## src/shared/pcf_regs.svh

```systemverilog
`ifndef PCF_REGS_SVH
`define PCF_REGS_SVH
// Register indices (byte address = index * 4)
`define PCF_IDX_IDENT        6'h00
`define PCF_IDX_CMDSTAT      6'h01
// Function number that selects this register set
`define PCF_FUNC0            3'h0
// Command field positions
`define PCF_CMD_MEM_BIT      1
`define PCF_CMD_MASTER_BIT   2
`define PCF_CMD_PERR_BIT     6
`define PCF_CMD_SERR_BIT     8
// Status field positions
`define PCF_ST_DPAR_BIT      31
`define PCF_ST_SSERR_BIT     30
`define PCF_ST_RMABT_BIT     29
`define PCF_ST_RTABT_BIT     28
`define PCF_ST_STABT_BIT     27
`define PCF_ST_DPREP_BIT     24
`define PCF_ST_FAST_BIT      23
// Fixed read-only fields
`define PCF_DEVSEL_MEDIUM    2'h1
`define PCF_FAST_VAL         1'h1
// Writable command mask and sticky status mask
`define PCF_CMD_RW_MASK      16'h0146
`define PCF_ST_W1C_MASK      16'hF900
`endif

```

## src/shared/pcf_pkg.sv

```systemverilog
package pcf_pkg;
	typedef enum logic [2:0] {
		PCF_IDLE = 3'b001,
		PCF_DATA = 3'b010,
		PCF_TURN = 3'b100
	} pcf_state_e;
endpackage

```

## src/hdl/pcf_sync.sv

```systemverilog
`timescale 1ns/100ps
// Two-flop synchroniser for pin-level event inputs
module pcf_sync #(
	parameter int W = 1
) (
	input  wire logic         mclk,  // Clock
	input  wire logic         rst_b, // Sync reset, low
	input  wire logic [W-1:0] din,   // Asynchronous input
	output logic      [W-1:0] dout   // Synchronised level
);
	logic [W-1:0] s1_q;
	logic [W-1:0] s2_q;
	logic [W-1:0] s1_d;
	logic [W-1:0] s2_d;

	always_comb begin
		s1_d = din;
		s2_d = s1_q;
	end

	always_ff @(posedge mclk) begin
		if (!rst_b) begin
			s1_q <= '0;
			s2_q <= '0;
		end else begin
			s1_q <= s1_d;
			s2_q <= s2_d;
		end
	end

	assign dout = s2_q;
endmodule

```

## src/hdl/pcf_status.sv

```systemverilog
`timescale 1ns/100ps
`include "pcf_regs.svh"
// Sticky error flags: hardware set wins over write-one-clear
module pcf_status (
	input  wire logic       mclk,    // Clock
	input  wire logic       rst_b,   // Sync reset, low
	input  wire logic [5:0] set_ev,  // Set events, one per flag
	input  wire logic [5:0] clr_req, // Write-one-clear pulses
	output logic      [5:0] flags    // Sticky flag levels
);
	logic [5:0] fl_q;
	logic [5:0] fl_d;

	always_comb begin
		// write one clears
		fl_d = (fl_q & ~clr_req) | set_ev;
	end

	always_ff @(posedge mclk) begin
		// flags reset to zero
		if (!rst_b)
			fl_q <= 6'h00;
		else
			fl_q <= fl_d;
	end

	assign flags = fl_q;

	sticky_set_a: assert property (
		@(posedge mclk) disable iff (!rst_b)
		set_ev[0] |=> fl_q[0])
		else $error("sticky flag lost its set event");
	sticky_clr_a: assert property (
		@(posedge mclk) disable iff (!rst_b)
		(clr_req[1] && !set_ev[1]) |=> !fl_q[1])
		else $error("sticky flag not cleared by write one");
endmodule

```

## src/hdl/pcf_cfg.sv

```systemverilog
`timescale 1ns/100ps
`include "pcf_regs.svh"
// Notes on behaviour
// Type 0 config: address bits 10..8 pick function; zero selects this set.
// Claim only with select high and address bits 1..0 zero.
// Config registers reachable at all times, never locked out.
// Burst config reads and writes step through consecutive registers.
// Writes to reserved or read-only bits complete, data dropped.
// Reserved or unimplemented bits read back as zero.
// Address bits 7..2 pick register; byte enables pick lanes.
// No card pointer, self-test, cache size, ROM base or user slots.
// Read/write bits clear to zero on bus reset.
// Sticky status: writing one clears, writing zero keeps.
// Offset zero read-only: device id high, maker id low.
// Command all zero: only configuration cycles answered.
// Status 31 set on any parity error, regardless of enable.
// Status 30 set when error line asserted; command 8 enables it. Code also needs command 6 set.
// Status 29 on master abort, 28 on received target abort.
// Address parity error as target: target abort, set status 27.
// Medium select timing, status 26..25 read as 01.
// Status 24 on data parity report, only with parity response on.
// Status 23 reads constant one: fast back-to-back capable.
// Command 6 gates parity error reporting.
// Master cycles start only while command 2 is one.
// Memory decode only while command 1 is one.
// Sticky error flags return to zero on bus reset.
module pcf_cfg #(
	parameter logic [15:0] DEVICE_ID = 16'h0001, // Arbitrary value
	parameter logic [15:0] MAKER_ID  = 16'h0002  // Arbitrary value
) (
	input  wire logic        mclk,        // Bus clock
	input  wire logic        rst_b,       // Bus reset, low
	input  wire logic        cfg_start,   // Config cycle address phase
	input  wire logic        cfg_write,   // Config cycle is a write
	input  wire logic        idsel,       // Device select pin
	input  wire logic [10:0] cfg_addr,    // Address bits 10..0
	input  wire logic        data_valid,  // Data phase beat present
	input  wire logic        data_last,   // Final data phase
	input  wire logic [3:0]  byte_en_b,   // Byte enables, low active
	input  wire logic [31:0] wdata,       // Write data
	input  wire logic        addr_perr,   // Address parity error pin
	input  wire logic        data_perr,   // Data parity error pin
	input  wire logic        mst_read,    // Own master cycle is a read
	input  wire logic        tgt_perr,    // Target signalled parity err
	input  wire logic        mst_mabort,  // Own master ended in m-abort
	input  wire logic        mst_tabort,  // Own master ended in t-abort
	input  wire logic        mst_req,     // Core wants to master
	input  wire logic        mem_hit,     // Memory address matches bar
	output logic             cfg_claim,   // Claiming config cycle
	output logic [31:0]      rdata,       // Read data
	output logic             rdata_vld,   // Read data valid
	output logic             tgt_abort,   // Target abort request
	output logic             serr_out,    // System error drive
	output logic             perr_out,    // Parity error drive
	output logic             mst_go,      // Master start permitted
	output logic             mem_claim    // Memory decode claim
);
	// ----------------------------------------------------------
	// Pin synchronisers
	// ----------------------------------------------------------
	logic [5:0] pin_s;

	pcf_sync #(.W(6)) u_sync (
		.mclk  (mclk),
		.rst_b (rst_b),
		.din   ({addr_perr, data_perr, tgt_perr, mst_mabort,
		         mst_tabort, mst_read}),
		.dout  (pin_s)
	);

	logic ap_s, dp_s, tp_s, ma_s, ta_s, rd_s;
	always_comb begin
		{ap_s, dp_s, tp_s, ma_s, ta_s, rd_s} = pin_s;
	end

	// ----------------------------------------------------------
	// Transaction state
	// ----------------------------------------------------------
	pcf_pkg::pcf_state_e st_q, st_d;
	logic [5:0]  idx_q, idx_d;
	logic        wr_q, wr_d;
	logic [15:0] cmd_q, cmd_d;
	logic        claim_q, claim_d;
	logic [31:0] rdata_q, rdata_d;
	logic        rvld_q, rvld_d;
	logic        tabt_q, tabt_d;
	logic        serr_q, serr_d;
	logic        perr_q, perr_d;
	logic        mgo_q, mgo_d;
	logic        mem_q, mem_d;
	logic [5:0]  st_set, st_clr;
	logic [5:0]  flags;

	function automatic logic [31:0] lane_mask(input logic [3:0] be_b);
		lane_mask = {{8{~be_b[3]}}, {8{~be_b[2]}},
		             {8{~be_b[1]}}, {8{~be_b[0]}}};
	endfunction

	function automatic logic [31:0] read_word(input logic [5:0] idx,
		input logic [15:0] cmd, input logic [5:0] fl);
		read_word = 32'h0000_0000;
		// identity word
		if (idx == `PCF_IDX_IDENT)
			read_word = {DEVICE_ID, MAKER_ID};
		else if (idx == `PCF_IDX_CMDSTAT) begin
			read_word[15:0] = cmd & `PCF_CMD_RW_MASK;
			read_word[`PCF_ST_DPAR_BIT:`PCF_ST_STABT_BIT] = fl[5:1];
			// medium select timing
			read_word[26:25] = `PCF_DEVSEL_MEDIUM;
			read_word[`PCF_ST_DPREP_BIT] = fl[0];
			// fast back-to-back flag
			read_word[`PCF_ST_FAST_BIT] = `PCF_FAST_VAL;
		end
		// unimplemented reads zero
		// unsupported slots fall here
	endfunction

	logic        hit;
	logic [31:0] wmask;
	logic        cmd_on;

	always_comb begin
		st_d    = st_q;
		idx_d   = idx_q;
		wr_d    = wr_q;
		cmd_d   = cmd_q;
		claim_d = 1'b0;
		rvld_d  = 1'b0;
		rdata_d = 32'h0000_0000;
		st_clr  = 6'h00;
		wmask   = lane_mask(byte_en_b);
		// function decode and select qualification
		hit = cfg_start && idsel && (cfg_addr[1:0] == 2'h0) &&
		      (cfg_addr[10:8] == `PCF_FUNC0);
		// no lockout on command state
		case (st_q)
			pcf_pkg::PCF_IDLE: begin
				if (hit) begin
					st_d    = pcf_pkg::PCF_DATA;
					// register index from bits 7..2
					idx_d   = cfg_addr[7:2];
					wr_d    = cfg_write;
					claim_d = 1'b1;
				end
			end
			pcf_pkg::PCF_DATA: begin
				claim_d = 1'b1;
				if (data_valid) begin
					if (wr_q) begin
						// only writable bits stored
						if (idx_q == `PCF_IDX_CMDSTAT) begin
							cmd_d = (cmd_q & ~(wmask[15:0] & `PCF_CMD_RW_MASK))
							      | (wdata[15:0] & wmask[15:0]
							         & `PCF_CMD_RW_MASK);
							st_clr = {wdata[31:27], wdata[24]}
							       & {wmask[31:27], wmask[24]};
						end
					end else begin
						rdata_d = read_word(idx_q, cmd_q, flags)
						        & wmask;
						rvld_d  = 1'b1;
					end
					// burst advances register
					idx_d = idx_q + 6'h01;
					if (data_last)
						st_d = pcf_pkg::PCF_TURN;
				end
			end
			pcf_pkg::PCF_TURN: begin
				st_d = pcf_pkg::PCF_IDLE;
			end
			default: st_d = pcf_pkg::PCF_IDLE;
		endcase
		cmd_on = |cmd_q;
		// parity reporting gate
		perr_d = cmd_q[`PCF_CMD_PERR_BIT] && dp_s;
		// error line needs enable
		serr_d = cmd_q[`PCF_CMD_SERR_BIT] && cmd_q[`PCF_CMD_PERR_BIT]
		         && ap_s;
		// address parity error aborts
		tabt_d = ap_s && cmd_on;
		// master enable gate
		mgo_d = mst_req && cmd_q[`PCF_CMD_MASTER_BIT];
		// memory decode gate, silent when off
		mem_d = mem_hit && cmd_q[`PCF_CMD_MEM_BIT];
		// parity any, error line, aborts
		st_set[5] = ap_s || dp_s;
		st_set[4] = serr_d;
		st_set[3] = ma_s;
		st_set[2] = ta_s;
		st_set[1] = tabt_d;
		// data parity reported when enabled
		st_set[0] = cmd_q[`PCF_CMD_PERR_BIT] &&
		            ((dp_s && rd_s) || (tp_s && !rd_s));
	end

	pcf_status u_status (
		.mclk    (mclk),
		.rst_b   (rst_b),
		.set_ev  (st_set),
		.clr_req (st_clr),
		.flags   (flags)
	);

	always_ff @(posedge mclk) begin
		// read/write bits reset to zero
		if (!rst_b) begin
			st_q    <= pcf_pkg::PCF_IDLE;
			idx_q   <= 6'h00;
			wr_q    <= 1'b0;
			cmd_q   <= 16'h0000;
			claim_q <= 1'b0;
			rdata_q <= 32'h0000_0000;
			rvld_q  <= 1'b0;
			tabt_q  <= 1'b0;
			serr_q  <= 1'b0;
			perr_q  <= 1'b0;
			mgo_q   <= 1'b0;
			mem_q   <= 1'b0;
		end else begin
			st_q    <= st_d;
			idx_q   <= idx_d;
			wr_q    <= wr_d;
			cmd_q   <= cmd_d;
			claim_q <= claim_d;
			rdata_q <= rdata_d;
			rvld_q  <= rvld_d;
			tabt_q  <= tabt_d;
			serr_q  <= serr_d;
			perr_q  <= perr_d;
			mgo_q   <= mgo_d;
			mem_q   <= mem_d;
		end
	end

	assign cfg_claim = claim_q;
	assign rdata     = rdata_q;
	assign rdata_vld = rvld_q;
	assign tgt_abort = tabt_q;
	assign serr_out  = serr_q;
	assign perr_out  = perr_q;
	assign mst_go    = mgo_q;
	assign mem_claim = mem_q;

	// ----------------------------------------------------------
	// Checks
	// ----------------------------------------------------------
	func_sel_a: assert property (
		@(posedge mclk) disable iff (!rst_b)
		(st_q == pcf_pkg::PCF_IDLE && cfg_start && cfg_addr[10:8] != 3'h0)
		|=> !cfg_claim)
		else $error("claimed other function");
	idsel_qual_a: assert property (
		@(posedge mclk) disable iff (!rst_b)
		(st_q == pcf_pkg::PCF_IDLE && cfg_start && !idsel) |=> !cfg_claim)
		else $error("claimed without select");
	low_bits_a: assert property (
		@(posedge mclk) disable iff (!rst_b)
		(st_q == pcf_pkg::PCF_IDLE && cfg_start && cfg_addr[1:0] != 2'h0)
		|=> !cfg_claim)
		else $error("claimed with low address bits set");
	ident_ro_a: assert property (
		@(posedge mclk) disable iff (!rst_b)
		(rvld_d && idx_q == 6'h00 && byte_en_b == 4'h0)
		|=> rdata == {DEVICE_ID, MAKER_ID})
		else $error("identity word wrong");
	// Bit 24 sits between the fixed fields and is sticky, so not checked
	decode_time_a: assert property (
		@(posedge mclk) disable iff (!rst_b)
		(rvld_d && idx_q == 6'h01 && byte_en_b == 4'h0)
		|=> rdata[26:25] == 2'b01)
		else $error("select timing bits wrong");
	fast_flag_a: assert property (
		@(posedge mclk) disable iff (!rst_b)
		(rvld_d && idx_q == 6'h01 && byte_en_b == 4'h0)
		|=> rdata[23])
		else $error("fast back-to-back flag not set");
	burst_step_a: assert property (
		@(posedge mclk) disable iff (!rst_b)
		(st_q == pcf_pkg::PCF_DATA && data_valid)
		|=> idx_q == $past(idx_q) + 6'h01)
		else $error("burst did not advance");
	master_gate_a: assert property (
		@(posedge mclk) disable iff (!rst_b)
		mst_go |-> $past(cmd_q[2]))
		else $error("master start while disabled");
	mem_gate_a: assert property (
		@(posedge mclk) disable iff (!rst_b)
		mem_claim |-> $past(cmd_q[1]))
		else $error("memory decode while disabled");
	perr_gate_a: assert property (
		@(posedge mclk) disable iff (!rst_b)
		perr_out |-> $past(cmd_q[6]))
		else $error("parity reported while disabled");
	dpar_set_a: assert property (
		@(posedge mclk) disable iff (!rst_b)
		(ap_s || dp_s) |=> flags[5])
		else $error("parity flag not set");
	serr_gate_a: assert property (
		@(posedge mclk) disable iff (!rst_b)
		serr_out |-> $past(cmd_q[8]))
		else $error("error line driven while disabled");
	serr_flag_a: assert property (
		@(posedge mclk) disable iff (!rst_b)
		serr_out |-> flags[4])
		else $error("error line flag not set");
	abort_flag_a: assert property (
		@(posedge mclk) disable iff (!rst_b)
		tgt_abort |-> flags[1])
		else $error("target abort flag not set");
	mabort_flag_a: assert property (
		@(posedge mclk) disable iff (!rst_b)
		ma_s |=> flags[3])
		else $error("master abort flag not set");
	cmd_zero_a: assert property (
		@(posedge mclk) disable iff (!rst_b)
		(cmd_q == 16'h0000) |=> (!mst_go && !mem_claim))
		else $error("bus activity with command zero");
	dprep_gate_a: assert property (
		@(posedge mclk) disable iff (!rst_b)
		(!cmd_q[6] && !flags[0]) |=> !flags[0])
		else $error("parity report flag set while disabled");
endmodule

```

## config.mk

```make
export PLATFORM = sky130hd
export DESIGN_NAME = pcf_cfg
export DESIGN_NICKNAME = d
export VERILOG_FILES = /design/src/shared/pcf_pkg.sv /design/src/hdl/pcf_sync.sv /design/src/hdl/pcf_status.sv /design/src/hdl/pcf_cfg.sv
export VERILOG_INCLUDE_DIRS = /design/src /design/src/shared
export SDC_FILE = /design/constraint.sdc
export NUM_CORES = 1
export LEC_CHECK = 0
export ABC_CLOCK_PERIOD_IN_PS = 1750
export BUFFER_PORTS_ARGS = -buffer_cell sky130_fd_sc_hd__buf_2
export CAP_MARGIN = 30
export CELL_PAD_IN_SITES_DETAIL_PLACEMENT = 0
export CELL_PAD_IN_SITES_GLOBAL_PLACEMENT = 1
export CORE_ASPECT_RATIO = 1.4
export CORE_MARGIN = 4
export CORE_UTILIZATION = 30
export CTS_CLUSTER_SIZE = 8
export DETAILED_ROUTE_END_ITERATION = 10
export PLACE_DENSITY_LB_ADDON = 0.08
export SYNTH_ARGS = -nofsm -noshare
export SYNTH_HDL_FRONTEND = slang
export SYNTH_HIERARCHICAL = 1
export SYNTH_SLANG_ARGS = --single-unit
export TNS_END_PERCENT = 1
```

## constraint.sdc

```tcl
create_clock -name mclk -period 1.75 [get_ports mclk]
set_input_delay 0.0875 -clock mclk [delete_from_list [all_inputs] [get_ports mclk]]
set_output_delay 0.0875 -clock mclk [all_outputs]
set_load 0.005 [all_outputs]
```

==> metrics.md <==
| Metric | Value |
|---|---|
| Vias per std cell | approximately 4.3 |
| Setup TNS | 0 ps |
| Period minus WS final | 1630 ps |
| Clk Latency, worst-skew pair | approximately 300 ps |
| CP max FO | 6 |
| Hold crit path type | in2reg |
| Highest-delay cell along the critical path | or3b_1 |
| Number of port buffers | a little under 60 |
| All-layer global routing usage | around 11% |
| Final WL | between 4 and 5 mm |
| Share of post-route cells with drive strength above 1 | between 30% and 40% |
| Mapped cell area | approximately 0.0021 mm2 |
| DP HPWL | 3.585 mm |
| Unique cell type count in the Yosys netlist | 44 |
| H-tree level count | 2 |
| Initial antenna violation count | 0 |
| Pins over their slew limit | 0 |
| Least-Margin Pin Slew | roughly 500 ps |
| P&R area growth vs syn | 27.98% |
| Status | completed |
| Die ar. | 0.008543 mm2 |
| CP bufs+invs | 0 |
| Static leakage | around 1.2 nW |
| Inserted Clock Buffers | 5 |
| #FFs+latches synth | between 50 and 60 |
| RSZ-0062 raised after global routing | no |
| Nets | approximately 360 |
| Core box area | 0.006937 mm2 |
| Initial core utilization | 30.75% |
| Clock transition at path regs | around 100 ps |
| Ys async rst share | 0% |
| Metal-1 WL | just under 2 mm |
| Critical Path AT | approximately 1900 ps |
| Total grt overflow | 0 |
| # rows | 36 |
| Final std cells w/o fill | 387 |
| Period utilization | 93.13% |
| EDFF count, synth | 0 |
| Residual DRC | 0 |
| Hold Fails Final Rpt | 0 |
| Pre-Repair DR Iteration Count | 4 |
| DR WL met2 | between 2 and 2.5 mm |
| Initial DRC Count | 55 |
| Ports | around 100 |
| Vias in the first global route | about 1,600 |
| Placed cells | approximately 370 |
| Syn Inst Count | 212 |
| P per Cell Area | slightly below 800 mW/mm2 |
| CTS max path bufs | 2 |
| Die height | around 110 um |
| Setup violators final | 0 |
| Main flop type after synthesis | dfxtp_1 |
| CP Capture Type | flip-flop |
| Finished Core Util | between 30% and 40% |
| Pin count of the biggest net entering global routing | 29 |
| Largest stage delay, worst path | approximately 430 ps |
| Root buf cell | clkbuf_8 |
| Top Metal Used | met4 |
| Maximum clock rate | about 600 MHz |
| Max Cap Violations | 0 |
| Ys Warns | 6 |
| DR vias | 1,670 |
| Postcts setup bufs | 0 |
| Sequential share of the synthesized area | between 40% and 50% |
| Setup Skew | between 9 and 10 ps |
| Antenna Nets Post-Route | 0 |
| Max_slew headroom | about two thirds |
| Family with the most delay on the worst path | simple AND/OR/NAND/NOR gates |
| Synth Area per Inst | 10.06 um2 |
| Clock Sinks | between 50 and 60 |
| Wire per inst | roughly 12 um |
| Critical path cell sequence | or3b_1, or3_1, o22a_1, a21oi_2 |
| CTS tree | yes |
| CP Class | reg2reg |
| Leading cell types in the layout, fill and taps excluded | 59 x buf_2, 52 x dfxtp_1, 19 x and2_1, 19 x conb_1, 14 x buf_4 |
| GP Congestion | 0.7918 |
| Die width | between 70 and 80 um |
| Met3 WL post-DR | 269 um |
| Critical path required time | ~2000 ps |
| Ant. Diodes | 0 |
| Global-route wire length before repair | ~7.3 mm |
| CP Launch Type | flip-flop |
| Most common cell after layout, fill and taps aside | buf_2 |
| Peak VDD IR | ~0.29 mV |
-- where the power goes --
part / leakage (nW) / internal [W] / switching, W
sequential: 0.422 / 0.00120 / 0.00000575
combinational: 0.749 / 0.0000669 / 0.0000575
clock: 0.0548 / 0.000431 / 0.000409
total: 1.23 / 0.00170 / 0.000473
-- final cells by class --
| class | instances | area [um2] |
|---|---|---|
| clock inverters | 3 | 46.29 |
| inverters | 8 | 30.03 |
| fillers | 785 | 4207 |
| well taps | 95 | 118.9 |
| repair buffers | 78 | 450.4 |
| clock buffers | 5 | 68.82 |
| multi-input cells | 146 | 974.7 |
| flip-flops and latches | 52 | 1041 |
-- stage by stage --
step                setup WS (ps)  hold slack (ps)  cell area [um2]  power (W)
global route                14.59           0.7467             2730   0.002278
finish                      120.2            10.80             2730   0.002171
detailed placement         -34.70            287.8             2547   0.001350
CTS                         58.34            5.695             2709   0.002195
global placement           -12.88            282.0             2547   0.001350
floorplan                   110.2            163.6             2206   0.001317
-- registers in the layout, indices dropped and copies added, names as in the netlist, named ones only --
name,count
tgt_abort,1
serr_out,1
u_sync/dout,6
rdata_vld,1
perr_out,1
rdata,13
u_sync/s1_q,6
cfg_claim,1
st_q,3
mst_go,1
wr_q,1
mem_claim,1
idx_q,6
u_status/flags,6
-- metal layers --
metal	GRT usage, %	up-vias
met5	0	-
met2	18.92	56
li1	-	847
met1	12.80	765
met4	4.177	0
met3	2.848	2
-- what timing repair did --
| item | CTS | global route |
|---|---|---|
| pin swaps | 0 | 0 |
| hold buffers | 4 | 1 |
| resized for setup | 1 | 3 |
| endpoints found under the hold margin | 5 | 1 |
| setup endpoints to repair | 6 | 8 |
-- kinds of logic after synthesis --
family / count (synthesis) / share of synthesized area (%)
other cells: 1 / 0.1758
mux: 2 / 0.9385
flops: 52 / 48.80
compound gates: 34 / 10.73
simple gates: 88 / 27.86
buf+inv: 32 / 9.736
fa+ha+maj: 3 / 1.760
-- Yosys cell counts, types with 2 or more instances --
library cell | count | area (um2)
nor2b_4 | 6 | 82.58
a21oi_1 | 9 | 45.04
and2_2 | 8 | 60.06
and3_1 | 7 | 43.79
and3b_1 | 2 | 17.52
nand3_1 | 8 | 40.04
nand2_1 | 8 | 30.03
dfxtp_1 | 52 | 1041
nor4_1 | 3 | 18.77
ha_1 | 3 | 37.54
o32ai_1 | 2 | 17.52
buf_4 | 19 | 142.6
nor2_1 | 3 | 11.26
inv_1 | 8 | 30.03
and2_0 | 2 | 12.51
mux2i_1 | 2 | 20.02
nor3_1 | 6 | 30.03
buf_6 | 2 | 22.52
o21ai_0 | 7 | 35.03
o21a_1 | 6 | 45.04
nor2b_1 | 2 | 12.51
and2_1 | 19 | 118.9
nor3b_1 | 3 | 22.52
clkbuf_1 | 2 | 7.510
a211oi_1 | 3 | 22.52
or2_2 | 2 | 12.51
-- worst min-delay path, delay by kind of cell --
kind                   cells  cell delay [ps]
buffers and inverters      1               80
AND/OR/NAND/NOR            1               70
multiplexers               1               50
-- final timing paths --
check	end	cells after the start	slack (ps)	start
max reg2reg	idx_q[5]$_SDFFE_PN0P_	4	120	st_q[1]$_SDFFE_PN0P_
min reg2reg	u_sync/dout[4]$_SDFF_PN0_	1	430	u_sync/s1_q[4]$_SDFF_PN0_
max	idx_q[5]$_SDFFE_PN0P_	4	120	st_q[1]$_SDFFE_PN0P_
min	wr_q$_SDFFE_PN0P_	3	10	cfg_write
Note: power is estimated with default switching activity, not from simulation.
